<file path="src/inc/cgc_pkg.sv">
package cgc_pkg;

    // bus-side constants
    localparam logic [6:0] CGC_SLAVE_ADDR  = 7'h69;
    localparam int         CGC_NUM_BYTES   = 15;
    localparam logic [3:0] CGC_BIT_DONE    = 4'h8;
    localparam logic [3:0] CGC_BIT_LAST    = 4'h7;

    // register offsets
    localparam logic [6:0] CGC_OFS_POWERDOWN_RETENTION = 7'h00;
    localparam logic [6:0] CGC_OFS_SPREAD_PROFILE      = 7'h01;
    localparam logic [6:0] CGC_OFS_RESERVED_TWO        = 7'h02;
    localparam logic [6:0] CGC_OFS_RESERVED_THREE      = 7'h03;
    localparam logic [6:0] CGC_OFS_OUTPUT_ENABLE       = 7'h04;
    localparam logic [6:0] CGC_OFS_RESERVED_FIVE       = 7'h05;
    localparam logic [6:0] CGC_OFS_RESERVED_SIX        = 7'h06;
    localparam logic [6:0] CGC_OFS_MAKER_REVISION      = 7'h07;
    localparam logic [6:0] CGC_OFS_PART_IDENT          = 7'h08;
    localparam logic [6:0] CGC_OFS_TEST_AMPLITUDE      = 7'h09;
    localparam logic [6:0] CGC_OFS_RESERVED_TEN        = 7'h0A;
    localparam logic [6:0] CGC_OFS_RESERVED_ELEVEN     = 7'h0B;
    localparam logic [6:0] CGC_OFS_BYTE_COUNT          = 7'h0C;
    localparam logic [6:0] CGC_OFS_RESERVED_THIRTEEN   = 7'h0D;
    localparam logic [6:0] CGC_OFS_PROGRAM_IDENT       = 7'h0E;

    // field positions
    localparam int CGC_POS_POWERDOWN_KEEP_CONFIG  = 0;
    localparam int CGC_POS_SPREAD_CENTER_SELECT   = 6;
    localparam int CGC_POS_REF_OUT0_ENABLE        = 6;
    localparam int CGC_POS_REF_OUT1_ENABLE        = 5;
    localparam int CGC_POS_REF_OUT3_ENABLE        = 3;
    localparam int CGC_POS_REF_OUT2_ENABLE        = 2;
    localparam int CGC_POS_SPREAD_MODULATION_EN   = 1;
    localparam int CGC_POS_TEST_MODE_SELECT       = 4;
    localparam int CGC_POS_TEST_MODE_ENTRY        = 3;
    localparam int CGC_POS_AMPLITUDE_CODE         = 0;

    // power-up values, then the fill for reads past the block count or the bank
    localparam logic [7:0] CGC_RST_POWERDOWN_RETENTION = 8'hA1;
    localparam logic [7:0] CGC_RST_SPREAD_PROFILE      = 8'h85;
    localparam logic [7:0] CGC_RST_RESERVED_TWO        = 8'h3F;
    localparam logic [7:0] CGC_RST_RESERVED_THREE      = 8'hFF;
    localparam logic [7:0] CGC_RST_OUTPUT_ENABLE       = 8'hED;
    localparam logic [7:0] CGC_RST_RESERVED_FIVE       = 8'h00;
    localparam logic [7:0] CGC_RST_RESERVED_SIX        = 8'h00;
    localparam logic [7:0] CGC_RST_TEST_AMPLITUDE      = 8'h25;
    localparam logic [7:0] CGC_RST_RESERVED_TEN        = 8'h03;
    localparam logic [7:0] CGC_RST_RESERVED_ELEVEN     = 8'h07;
    localparam logic [7:0] CGC_RST_BYTE_COUNT          = 8'h0F;
    localparam logic [7:0] CGC_RST_RESERVED_THIRTEEN   = 8'hFC;
    localparam logic [7:0] CGC_READ_PAST_COUNT         = 8'hFF;
    localparam logic [7:0] CGC_READ_UNMAPPED           = 8'h00;

    // software-writable bits per byte
    localparam logic [7:0] CGC_WMASK_POWERDOWN_RETENTION = 8'h01;
    localparam logic [7:0] CGC_WMASK_SPREAD_PROFILE      = 8'h40;
    localparam logic [7:0] CGC_WMASK_OUTPUT_ENABLE       = 8'h6E;
    localparam logic [7:0] CGC_WMASK_TEST_AMPLITUDE      = 8'h1F;
    localparam logic [7:0] CGC_WMASK_BYTE_COUNT          = 8'hFF;
    localparam logic [7:0] CGC_WMASK_NONE                = 8'h00;

    typedef enum logic [2:0] {
        CGC_ST_IDLE,
        CGC_ST_ADDR,
        CGC_ST_CMD,
        CGC_ST_WDATA,
        CGC_ST_ACK,
        CGC_ST_RDATA,
        CGC_ST_RACK,
        CGC_ST_WAIT
    } cgc_state_t;

    typedef struct packed {
        cgc_state_t state;
        cgc_state_t after;
        logic [7:0] shift;
        logic [3:0] bitcnt;
        logic [6:0] ptr;
        logic [7:0] cnt;
        logic       block;
        logic       first;
        logic       sda_oe_n;
    } cgc_smb_t;

    typedef struct packed {
        logic [3:0] ref_out_enable;
        logic       spread_modulation_enable;
        logic       spread_center_select;
        logic       test_mode_entry;
        logic       outputs_tristate;
        logic       outputs_ref_div;
        logic [2:0] amplitude_code;
    } cgc_ctrl_t;

    function automatic logic [7:0] cgc_wmask(input logic [6:0] idx);
        case (idx)
            CGC_OFS_POWERDOWN_RETENTION: cgc_wmask = CGC_WMASK_POWERDOWN_RETENTION;
            CGC_OFS_SPREAD_PROFILE:      cgc_wmask = CGC_WMASK_SPREAD_PROFILE;
            CGC_OFS_OUTPUT_ENABLE:       cgc_wmask = CGC_WMASK_OUTPUT_ENABLE;
            CGC_OFS_TEST_AMPLITUDE:      cgc_wmask = CGC_WMASK_TEST_AMPLITUDE;
            CGC_OFS_BYTE_COUNT:          cgc_wmask = CGC_WMASK_BYTE_COUNT;
            default:                     cgc_wmask = CGC_WMASK_NONE;
        endcase
    endfunction

endpackage

</file>
<file path="src/core/cgc_config_bank.sv">
`timescale 1ns/1ps
// How it works
// - byte 0 bit 0 keeps configuration over power-down; zero clears it to defaults.
// - byte 1 bit 6 picks down spread (0) or center spread (1).
// - byte 4 bits 6,5,2,3 enable outputs 0,1,2,3; one enables.
// - byte 4 bit 1 turns spread modulation on with the chosen profile.
// - byte 9 bit 3 puts the device into test mode.
// - in test mode byte 9 bit 4 picks tri-state (0) or reference/N (1).
// - byte 9 bits 2:0 set amplitude 0.30V..1.00V, default 101.
// - every register takes its default at power-up before any serial access.
// - command bit 7 low means block access, high means byte access at bits 6:0.
// - the slave answers at write address 11010010.
// - block read returns as many bytes as the byte-count register holds.
module cgc_config_bank
    import cgc_pkg::*;
#(
    parameter logic [3:0] REV_CODE    = 4'h3,  // arbitrary value
    parameter logic [3:0] VENDOR_CODE = 4'h5,  // arbitrary value
    parameter logic [3:0] PART_CODE   = 4'h6,  // arbitrary value
    parameter logic [7:0] PROG_CODE   = 8'h5A  // arbitrary value
)(
    input  wire logic       sys_clk_i,
    input  wire logic       resetn_i,
    input  wire logic       ce_i,
    input  wire logic       scl_i,
    input  wire logic       sda_i,
    output logic            sda_o,
    output logic            sda_oe_n_o,
    input  wire logic       powerdown_n_i,
    output cgc_ctrl_t       ctrl_o
);

    if (CGC_NUM_BYTES > 16) begin : g_bad_size
        $error("register file index is only four bits wide");
    end

    if (CGC_NUM_BYTES <= int'(CGC_OFS_BYTE_COUNT)) begin : g_no_count
        $error("bank must reach the byte-count register");
    end

    if (int'(CGC_BIT_LAST) + 1 != int'(CGC_BIT_DONE)) begin : g_bad_bits
        $error("bit counter end points disagree");
    end

    if (CGC_POS_AMPLITUDE_CODE > 5) begin : g_bad_amp
        $error("amplitude field runs past bit 7");
    end

    cgc_smb_t   smb_r;
    cgc_smb_t   smb_nxt;
    cgc_ctrl_t  ctrl_r;
    cgc_ctrl_t  ctrl_nxt;
    logic [7:0] cfg_r [CGC_NUM_BYTES];
    logic       scl_q_r;
    logic       sda_q_r;
    logic       pd_q_r;
    logic       sda_lo_r;
    logic       wr_en;
    logic       do_load;

    function automatic logic [7:0] def_byte(input logic [6:0] idx);
        case (idx)
            CGC_OFS_POWERDOWN_RETENTION: def_byte = CGC_RST_POWERDOWN_RETENTION;
            CGC_OFS_SPREAD_PROFILE:      def_byte = CGC_RST_SPREAD_PROFILE;
            CGC_OFS_RESERVED_TWO:        def_byte = CGC_RST_RESERVED_TWO;
            CGC_OFS_RESERVED_THREE:      def_byte = CGC_RST_RESERVED_THREE;
            CGC_OFS_OUTPUT_ENABLE:       def_byte = CGC_RST_OUTPUT_ENABLE;
            CGC_OFS_RESERVED_FIVE:       def_byte = CGC_RST_RESERVED_FIVE;
            CGC_OFS_RESERVED_SIX:        def_byte = CGC_RST_RESERVED_SIX;
            CGC_OFS_MAKER_REVISION:      def_byte = {REV_CODE, VENDOR_CODE};
            CGC_OFS_PART_IDENT:          def_byte = {PART_CODE, 4'h0};
            CGC_OFS_TEST_AMPLITUDE:      def_byte = CGC_RST_TEST_AMPLITUDE;
            CGC_OFS_RESERVED_TEN:        def_byte = CGC_RST_RESERVED_TEN;
            CGC_OFS_RESERVED_ELEVEN:     def_byte = CGC_RST_RESERVED_ELEVEN;
            CGC_OFS_BYTE_COUNT:          def_byte = CGC_RST_BYTE_COUNT;
            CGC_OFS_RESERVED_THIRTEEN:   def_byte = CGC_RST_RESERVED_THIRTEEN;
            CGC_OFS_PROGRAM_IDENT:       def_byte = PROG_CODE;
            default:                     def_byte = CGC_READ_UNMAPPED;
        endcase
    endfunction

    // bus line events; pins are already synchronous to sys_clk_i
    wire scl_rise   = scl_i & ~scl_q_r;
    wire scl_fall   = ~scl_i & scl_q_r;
    wire bus_start  = scl_i & scl_q_r & sda_q_r & ~sda_i;
    wire bus_stop   = scl_i & scl_q_r & ~sda_q_r & sda_i;
    wire byte_in    = (smb_r.bitcnt == CGC_BIT_DONE);
    wire ptr_mapped = (smb_r.ptr < 7'(CGC_NUM_BYTES));

    // offsets past the bank read as zero and swallow writes
    wire [7:0] byte_count = cfg_r[CGC_OFS_BYTE_COUNT[3:0]];
    wire [7:0] ptr_byte   = ptr_mapped ? cfg_r[smb_r.ptr[3:0]] : CGC_READ_UNMAPPED;
    wire       count_slot = smb_r.block & smb_r.first;
    wire [7:0] rd_byte    = count_slot                         ? byte_count :
                            (smb_r.block && smb_r.cnt == 8'h00) ? CGC_READ_PAST_COUNT :
                            ptr_byte;

    // only the writable bits change; reserved and identity bits hold their values
    wire [7:0] wr_mask = cgc_wmask(smb_r.ptr);
    wire [7:0] wr_val  = (smb_r.shift & wr_mask) | (ptr_byte & ~wr_mask);
    wire       keep_cfg = cfg_r[CGC_OFS_POWERDOWN_RETENTION[3:0]][CGC_POS_POWERDOWN_KEEP_CONFIG];
    wire       pd_clear = pd_q_r & ~powerdown_n_i & ~keep_cfg;

    // start and stop outrank bit events, so a restart mid-byte always resyncs
    always_comb begin
        smb_nxt = smb_r;
        wr_en   = 1'b0;
        do_load = 1'b0;
        if (bus_start) begin
            smb_nxt.state    = CGC_ST_ADDR;
            smb_nxt.bitcnt   = 4'h0;
            smb_nxt.sda_oe_n = 1'b1;
        end else if (bus_stop) begin
            smb_nxt.state    = CGC_ST_IDLE;
            smb_nxt.sda_oe_n = 1'b1;
        end else if (scl_rise) begin
            case (smb_r.state)
                CGC_ST_ADDR, CGC_ST_CMD, CGC_ST_WDATA: begin
                    smb_nxt.shift  = {smb_r.shift[6:0], sda_i};
                    smb_nxt.bitcnt = smb_r.bitcnt + 4'h1;
                end
                CGC_ST_RACK: begin
                    // not-acknowledge ends the read; wait for stop or restart
                    if (sda_i) begin
                        smb_nxt.state = CGC_ST_WAIT;
                    end
                end
                default: ;
            endcase
        end else if (scl_fall) begin
            case (smb_r.state)
                CGC_ST_ADDR: begin
                    if (byte_in) begin
                        if (smb_r.shift[7:1] == CGC_SLAVE_ADDR) begin
                            smb_nxt.state    = CGC_ST_ACK;
                            smb_nxt.sda_oe_n = 1'b0;
                            smb_nxt.after    = smb_r.shift[0] ? CGC_ST_RDATA : CGC_ST_CMD;
                        end else begin
                            smb_nxt.state = CGC_ST_WAIT;
                        end
                    end
                end
                CGC_ST_CMD: begin
                    if (byte_in) begin
                        smb_nxt.state    = CGC_ST_ACK;
                        smb_nxt.sda_oe_n = 1'b0;
                        smb_nxt.after    = CGC_ST_WDATA;
                        smb_nxt.block    = ~smb_r.shift[7];
                        smb_nxt.ptr      = smb_r.shift[7] ? smb_r.shift[6:0] : 7'h00;
                        smb_nxt.first    = 1'b1;
                    end
                end
                CGC_ST_WDATA: begin
                    if (byte_in) begin
                        smb_nxt.state    = CGC_ST_ACK;
                        smb_nxt.sda_oe_n = 1'b0;
                        smb_nxt.after    = CGC_ST_WDATA;
                        if (count_slot) begin
                            // first byte of a block write is the controller's count
                            smb_nxt.first = 1'b0;
                        end else begin
                            wr_en = ptr_mapped;
                            if (smb_r.block) begin
                                smb_nxt.ptr = smb_r.ptr + 7'h01;
                            end
                        end
                    end
                end
                CGC_ST_ACK: begin
                    smb_nxt.bitcnt = 4'h0;
                    if (smb_r.after == CGC_ST_RDATA) begin
                        do_load = 1'b1;
                    end else begin
                        smb_nxt.state    = smb_r.after;
                        smb_nxt.sda_oe_n = 1'b1;
                    end
                end
                CGC_ST_RDATA: begin
                    smb_nxt.bitcnt = smb_r.bitcnt + 4'h1;
                    if (smb_r.bitcnt == CGC_BIT_LAST) begin
                        smb_nxt.state    = CGC_ST_RACK;
                        smb_nxt.sda_oe_n = 1'b1;
                    end else begin
                        // next bit leaves one clock after the fall, early in scl low
                        smb_nxt.shift    = {smb_r.shift[6:0], 1'b1};
                        smb_nxt.sda_oe_n = smb_r.shift[6];
                    end
                end
                CGC_ST_RACK: begin
                    do_load = 1'b1;
                end
                default: ;
            endcase
        end
        if (do_load) begin
            smb_nxt.state    = CGC_ST_RDATA;
            smb_nxt.bitcnt   = 4'h0;
            smb_nxt.shift    = rd_byte;
            smb_nxt.sda_oe_n = rd_byte[7];
            if (count_slot) begin
                smb_nxt.cnt   = byte_count;
                smb_nxt.first = 1'b0;
            end else if (smb_r.block) begin
                smb_nxt.ptr = smb_r.ptr + 7'h01;
                if (smb_r.cnt != 8'h00) begin
                    smb_nxt.cnt = smb_r.cnt - 8'h01;
                end
            end
        end
    end

    // one decode serves the live outputs and their reset value alike
    function automatic cgc_ctrl_t ctrl_decode(input logic [7:0] oe_b,
                                              input logic [7:0] sprd_b,
                                              input logic [7:0] test_b);
        cgc_ctrl_t c;
        logic      entry;
        logic      sel;
        entry = test_b[CGC_POS_TEST_MODE_ENTRY];
        sel   = test_b[CGC_POS_TEST_MODE_SELECT];
        c.ref_out_enable = {oe_b[CGC_POS_REF_OUT3_ENABLE],
                            oe_b[CGC_POS_REF_OUT2_ENABLE],
                            oe_b[CGC_POS_REF_OUT1_ENABLE],
                            oe_b[CGC_POS_REF_OUT0_ENABLE]};
        c.spread_modulation_enable = oe_b[CGC_POS_SPREAD_MODULATION_EN];
        c.spread_center_select     = sprd_b[CGC_POS_SPREAD_CENTER_SELECT];
        c.test_mode_entry          = entry;
        c.outputs_tristate         = entry & ~sel;
        c.outputs_ref_div          = entry & sel;
        c.amplitude_code           = test_b[CGC_POS_AMPLITUDE_CODE +: 3];
        return c;
    endfunction

    localparam cgc_ctrl_t CTRL_RESET = ctrl_decode(CGC_RST_OUTPUT_ENABLE,
                                                   CGC_RST_SPREAD_PROFILE,
                                                   CGC_RST_TEST_AMPLITUDE);

    // live control bytes
    wire [7:0] oe_byte   = cfg_r[CGC_OFS_OUTPUT_ENABLE[3:0]];
    wire [7:0] sprd_byte = cfg_r[CGC_OFS_SPREAD_PROFILE[3:0]];
    wire [7:0] test_byte = cfg_r[CGC_OFS_TEST_AMPLITUDE[3:0]];
    assign ctrl_nxt = ctrl_decode(oe_byte, sprd_byte, test_byte);

    always_ff @(posedge sys_clk_i or negedge resetn_i) begin
        if (!resetn_i) begin
            for (int i = 0; i < CGC_NUM_BYTES; i++) begin
                cfg_r[i] <= def_byte(7'(i));
            end
        end else if (ce_i) begin
            // a clear outranks a write landing in the same cycle
            if (pd_clear) begin
                for (int i = 0; i < CGC_NUM_BYTES; i++) begin
                    cfg_r[i] <= def_byte(7'(i));
                end
            end else if (wr_en) begin
                cfg_r[smb_r.ptr[3:0]] <= wr_val;
            end
        end
    end

    always_ff @(posedge sys_clk_i or negedge resetn_i) begin
        if (!resetn_i) begin
            smb_r    <= '{state: CGC_ST_IDLE, after: CGC_ST_IDLE, shift: 8'h00,
                          bitcnt: 4'h0, ptr: 7'h00, cnt: 8'h00, block: 1'b0,
                          first: 1'b0, sda_oe_n: 1'b1};
            scl_q_r  <= 1'b1;
            sda_q_r  <= 1'b1;
            pd_q_r   <= 1'b1;
            sda_lo_r <= 1'b0;
        end else if (ce_i) begin
            // edge detectors freeze with ce_i too, so no edge is doubled; a pulse that ends while ce_i is low is lost
            smb_r    <= smb_nxt;
            scl_q_r  <= scl_i;
            sda_q_r  <= sda_i;
            pd_q_r   <= powerdown_n_i;
            sda_lo_r <= 1'b0;
        end
    end

    // outputs lag the register file by one cycle so they leave from flops
    always_ff @(posedge sys_clk_i or negedge resetn_i) begin
        if (!resetn_i) begin
            ctrl_r <= CTRL_RESET;
        end else if (ce_i) begin
            ctrl_r <= ctrl_nxt;
        end
    end

    // open drain: only ever pulls low
    assign sda_o      = sda_lo_r;
    assign sda_oe_n_o = smb_r.sda_oe_n;
    assign ctrl_o     = ctrl_r;

endmodule

</file>
<file path="config.mk">
export PLATFORM = sky130hd
export DESIGN_NAME = cgc_config_bank
export DESIGN_NICKNAME = d
export VERILOG_FILES = /design/src/inc/cgc_pkg.sv /design/src/core/cgc_config_bank.sv
export SDC_FILE = /design/constraint.sdc
export NUM_CORES = 1
export LEC_CHECK = 0
export ABC_AREA = 1
export BUFFER_PORTS_ARGS = -buffer_cell sky130_fd_sc_hd__buf_2
export CORE_MARGIN = 5
export CORE_UTILIZATION = 45
export CTS_BUF_LIST = sky130_fd_sc_hd__clkbuf_4
export CTS_CLUSTER_DIAMETER = 100
export DETAILED_ROUTE_END_ITERATION = 16
export PLACE_DENSITY = 0.6
export SLEW_MARGIN = 15
export SYNTH_ARGS = -nofsm -noshare
export SYNTH_HDL_FRONTEND = slang
export SYNTH_SLANG_ARGS = --single-unit
</file>
<file path="constraint.sdc">
create_clock -name sys_clk_i -period 4.54 [get_ports sys_clk_i]
set_clock_uncertainty 0.2 [all_clocks]
set_input_delay 0.908 -clock sys_clk_i [delete_from_list [all_inputs] [get_ports sys_clk_i]]
set_output_delay 0.908 -clock sys_clk_i [all_outputs]
set_load 0.02 [all_outputs]
</file>
==> results.json <==
{
  "drc": 0,
  "fillerInstances": 2534,
  "path_depth": 12,
  "port_buffers": 18,
  "multiInputGateArea_um2": 5040,
  "vias": 10000,
  "path_class": "reg -> reg",
  "yosysTopAreaCell": "nand2_1",
  "use_met1_pct": 36.5,
  "fin_ws_ps": 1050,
  "setup_viol": 0,
  "wire_per_inst_um": 16.9,
  "cts_made_buffers": 17,
  "max_freq_ghz": 0.286,
  "critPathMaxFanout": 67,
  "reg2reg_to": "sprd_byte[7]$_DFFE_PN1P_",
  "sequentialPowerShare_pct": 41.1,
  "finalCritPeriodShare_pct": 76.9,
  "async_flop_share_pct": 100,
  "ys.warnings.count": 0,
  "critPathMaxStageDelay_ps": 630,
  "swShare_pct": 41.5,
  "hold_viol": 0,
  "core-area_um2": 23300,
  "power.switching_mw": 1.74,
  "cts_tree": "done",
  "grt_pass1_vias": 9472,
  "fin_setup_tns_ps": 0,
  "critical_path.cell_chain": "buf_4 > nor2_1 > nand2_1 > nand2_1 > nand2_1 > nand2_1 > o21ai_0 > nand2_1 > nand2_1 > nand2_1 > nand2_1 > inv_1",
  "rsz0062_at_grt": "no",
  "ctsHoldBuffers": 0,
  "area_growth_pct": 7.26,
  "status": "complete, no violations",
  "drt-total-wl_um": 33000,
  "startpoint_type": "flop",
  "grt_pass1_wl_um": 52900,
  "grt.total_usage_pct": 25.4,
  "num_rows": 56,
  "ir_worst_vdd_mv": 0.252,
  "hold_path_class": "in -> async",
  "routabilityCongestion": 0.933,
  "h-tree-depth": 4,
  "yosys-top-cells-area": "nand2_1 28%, dfrtp_1 25%, dfstp_2 16%, inv_1 8.0%, nand3_1 6.7%",
  "die_h_um": 163,
  "end_kind": "flop",
  "min_period_ps": 3490,
  "path_clk_slew_ps": 160,
  "cts_sinks": 171,
  "synth_edf_count": 0,
  "grt_overflow": 0,
  "cts_resized": 0,
  "arrival_ps": 3850,
  "path_buf_inv": 2,
  "nets": 1641,
  "rr_startpoint": "smb_r[11]$_DFFE_PN0P_",
  "worst_pin_slew_ps": 960,
  "drive_gt1_share_pct": 9.96,
  "first_pass_iters": 6,
  "power_density_nw_per_um2": 373,
  "synth.avg_cell_area_um2": 6.48,
  "use_met2_pct": 40.3,
  "slew_headroom_pct": 36.0,
  "crit_family": "simple AND/OR/NAND/NOR gates",
  "cap_violations": 0,
  "r2r_setup_slack_ps": 1050,
  "initial_utilization_pct": 45.2,
  "seq_area_um2": 4360,
  "cp_slowest_cell": "buf_4",
  "endpoint": "sprd_byte[7]$_DFFE_PN1P_",
  "synth_ff_type": "dfrtp_1",
  "crit_path_start": "smb_r[11]$_DFFE_PN0P_",
  "p_leak_nw": 6.31,
  "power.internal_mw": 2.46,
  "post_cts_buffers": 0,
  "clkPwrFrac_pct": 25.3,
  "place_ws_ps": 797,
  "antenna_left": 0,
  "drt_first_iter_violations": 1165,
  "dpl.hpwl_um": 22900,
  "cts_root_buffer": "clkbuf_4",
  "syn-num-nets": 1639,
  "pwr-share-comb_pct": 33.5,
  "cp.required_ps": 4900,
  "dieWidth_um": 163,
  "synth_cells": 1622,
  "synth-seq-area-share_pct": 41.5,
  "crit_top_cell": "nand2_1",
  "clk_latency_ps": 600,
  "antenna_found_initial": 1,
  "globalRouteMet3Util_pct": 3.80,
  "yosysTopAreaCellShare_pct": 28.0,
  "synth_seq_cells": 171,
  "report.final.slew_viol_count": 0,
  "reg2reg_depth": 12,
  "io_pins": 20,
  "synth_area_um2": 10500,
  "ys_types": 39,
  "vias_per_cell": 5.12,
  "cts_max_path_buffers": 2,
  "dieArea_um2": 26500,
  "grt.busiest_layer": "met2",
  "grt_max_degree": 74
}
## layout make-up
cell class	count	share of cell area, %
clock inverters	15	1.83
repair buffers	37	2.34
multi-input cells	1166	44.8
clock buffers	17	1.13
well taps	319	3.54
inverters	231	7.69
diodes	1	0.0222
flip-flops and latches	171	38.7
## cell families after synthesis
| group | Yosys count | share of synthesized area [%] |
|---|---|---|
| XOR/XNOR | 4 | 0.333 |
| adder cells (fa/ha/maj) | 11 | 1.31 |
| AND/OR/NAND/NOR | 1032 | 40.2 |
| flip-flops | 171 | 41.5 |
| other | 1 | 0.0357 |
| buffers and inverters | 285 | 10.5 |
| AO/OA/AOI/OAI | 118 | 6.14 |
## state kept, by name, summed over array words and instances (netlist names)
name        cells
cfg_r          88
smb_r          35
ctrl_o         12
byte_count      8
oe_byte         8
sprd_byte       8
test_byte       8
pd_q_r          1
scl_q_r         1
sda_oe_n_o      1
sda_q_r         1
## worst min path at each step
stage / start / to / slack (ps) / cells past startpoint
after floorplan: cfg_r[73]$_DFFE_PN0P_ / cfg_r[73]$_DFFE_PN0P_ / 240 / 2
after global placement: ctrl_o[5]$_DFFE_PN0P_ / ctrl_o[5]$_DFFE_PN0P_ / 250 / 2
after detailed placement: sprd_byte[4]$_DFFE_PN0P_ / sprd_byte[4]$_DFFE_PN0P_ / 260 / 2
after CTS: resetn_i / ctrl_o[5]$_DFFE_PN0P_ / 90 / 1
after global routing: resetn_i / ctrl_o[5]$_DFFE_PN0P_ / 80 / 1
final: resetn_i / ctrl_o[5]$_DFFE_PN0P_ / 60 / 1
## Yosys cell counts (6+ instances only)
master,count
a31oi_1,10
dfstp_2,64
buf_2,19
ha_1,11
nand2_1,785
clkbuf_1,28
nand3_1,140
inv_1,225
nand2_2,6
o21ai_0,55
dfrtp_1,107
a21oi_1,31
nor3_1,11
nor2_4,10
nor2_1,63
o22ai_1,11
## power by group through the flow
stage | logic [mW] | registers [mW] | clock network (mW)
after floorplan | 0.955 | 1.71 | 0
after global placement | 1.39 | 1.75 | 0
after detailed placement | 1.38 | 1.75 | 0
after CTS | 1.39 | 1.72 | 1.09
after global routing | 1.56 | 1.74 | 1.15
final | 1.41 | 1.73 | 1.06
## cell usage in the layout, fill, tap and decap left out, drive strengths merged, types with 2 or more instances in the layout
| cell type | n |
|---|---|
| o21ai | 55 |
| nor3 | 12 |
| a22oi | 2 |
| nand4 | 4 |
| or2 | 5 |
| o22ai | 11 |
| a21oi | 31 |
| a31oi | 10 |
| clkbuf | 17 |
| dfrtp | 107 |
| inv | 236 |
| buf | 37 |
| dfstp | 64 |
| o211ai | 5 |
| nand2 | 792 |
| clkinv | 5 |
| bufinv | 4 |
| xor2 | 3 |
| nand3 | 143 |
| nor2 | 74 |
| ha | 11 |
## through the flow
stage / hold slack, ps / utilization [%] / instances / instance area, um2 / total power [mW]
2_1_floorplan: 242 / - / 1622 / 10500 / 2.67
3_3_place_gp: 254 / 47.0 / 1924 / 10900 / 3.14
3_5_place_dp: 258 / 47.0 / 1924 / 10900 / 3.13
4_1_cts: 93.9 / 48.4 / 1956 / 11300 / 4.20
5_1_grt: 81.7 / 48.5 / 1957 / 11300 / 4.45
6_report: 57.0 / 48.5 / 1957 / 11300 / 4.20
## per-layer routing
layer  vias up  wire length (um)
li1       4945                 -
met1      4661             14900
met2       378             15000
met3        44              2480
met4         0               584
met5         -                 0
No activity file was read; power rests on OpenSTA's default activity.
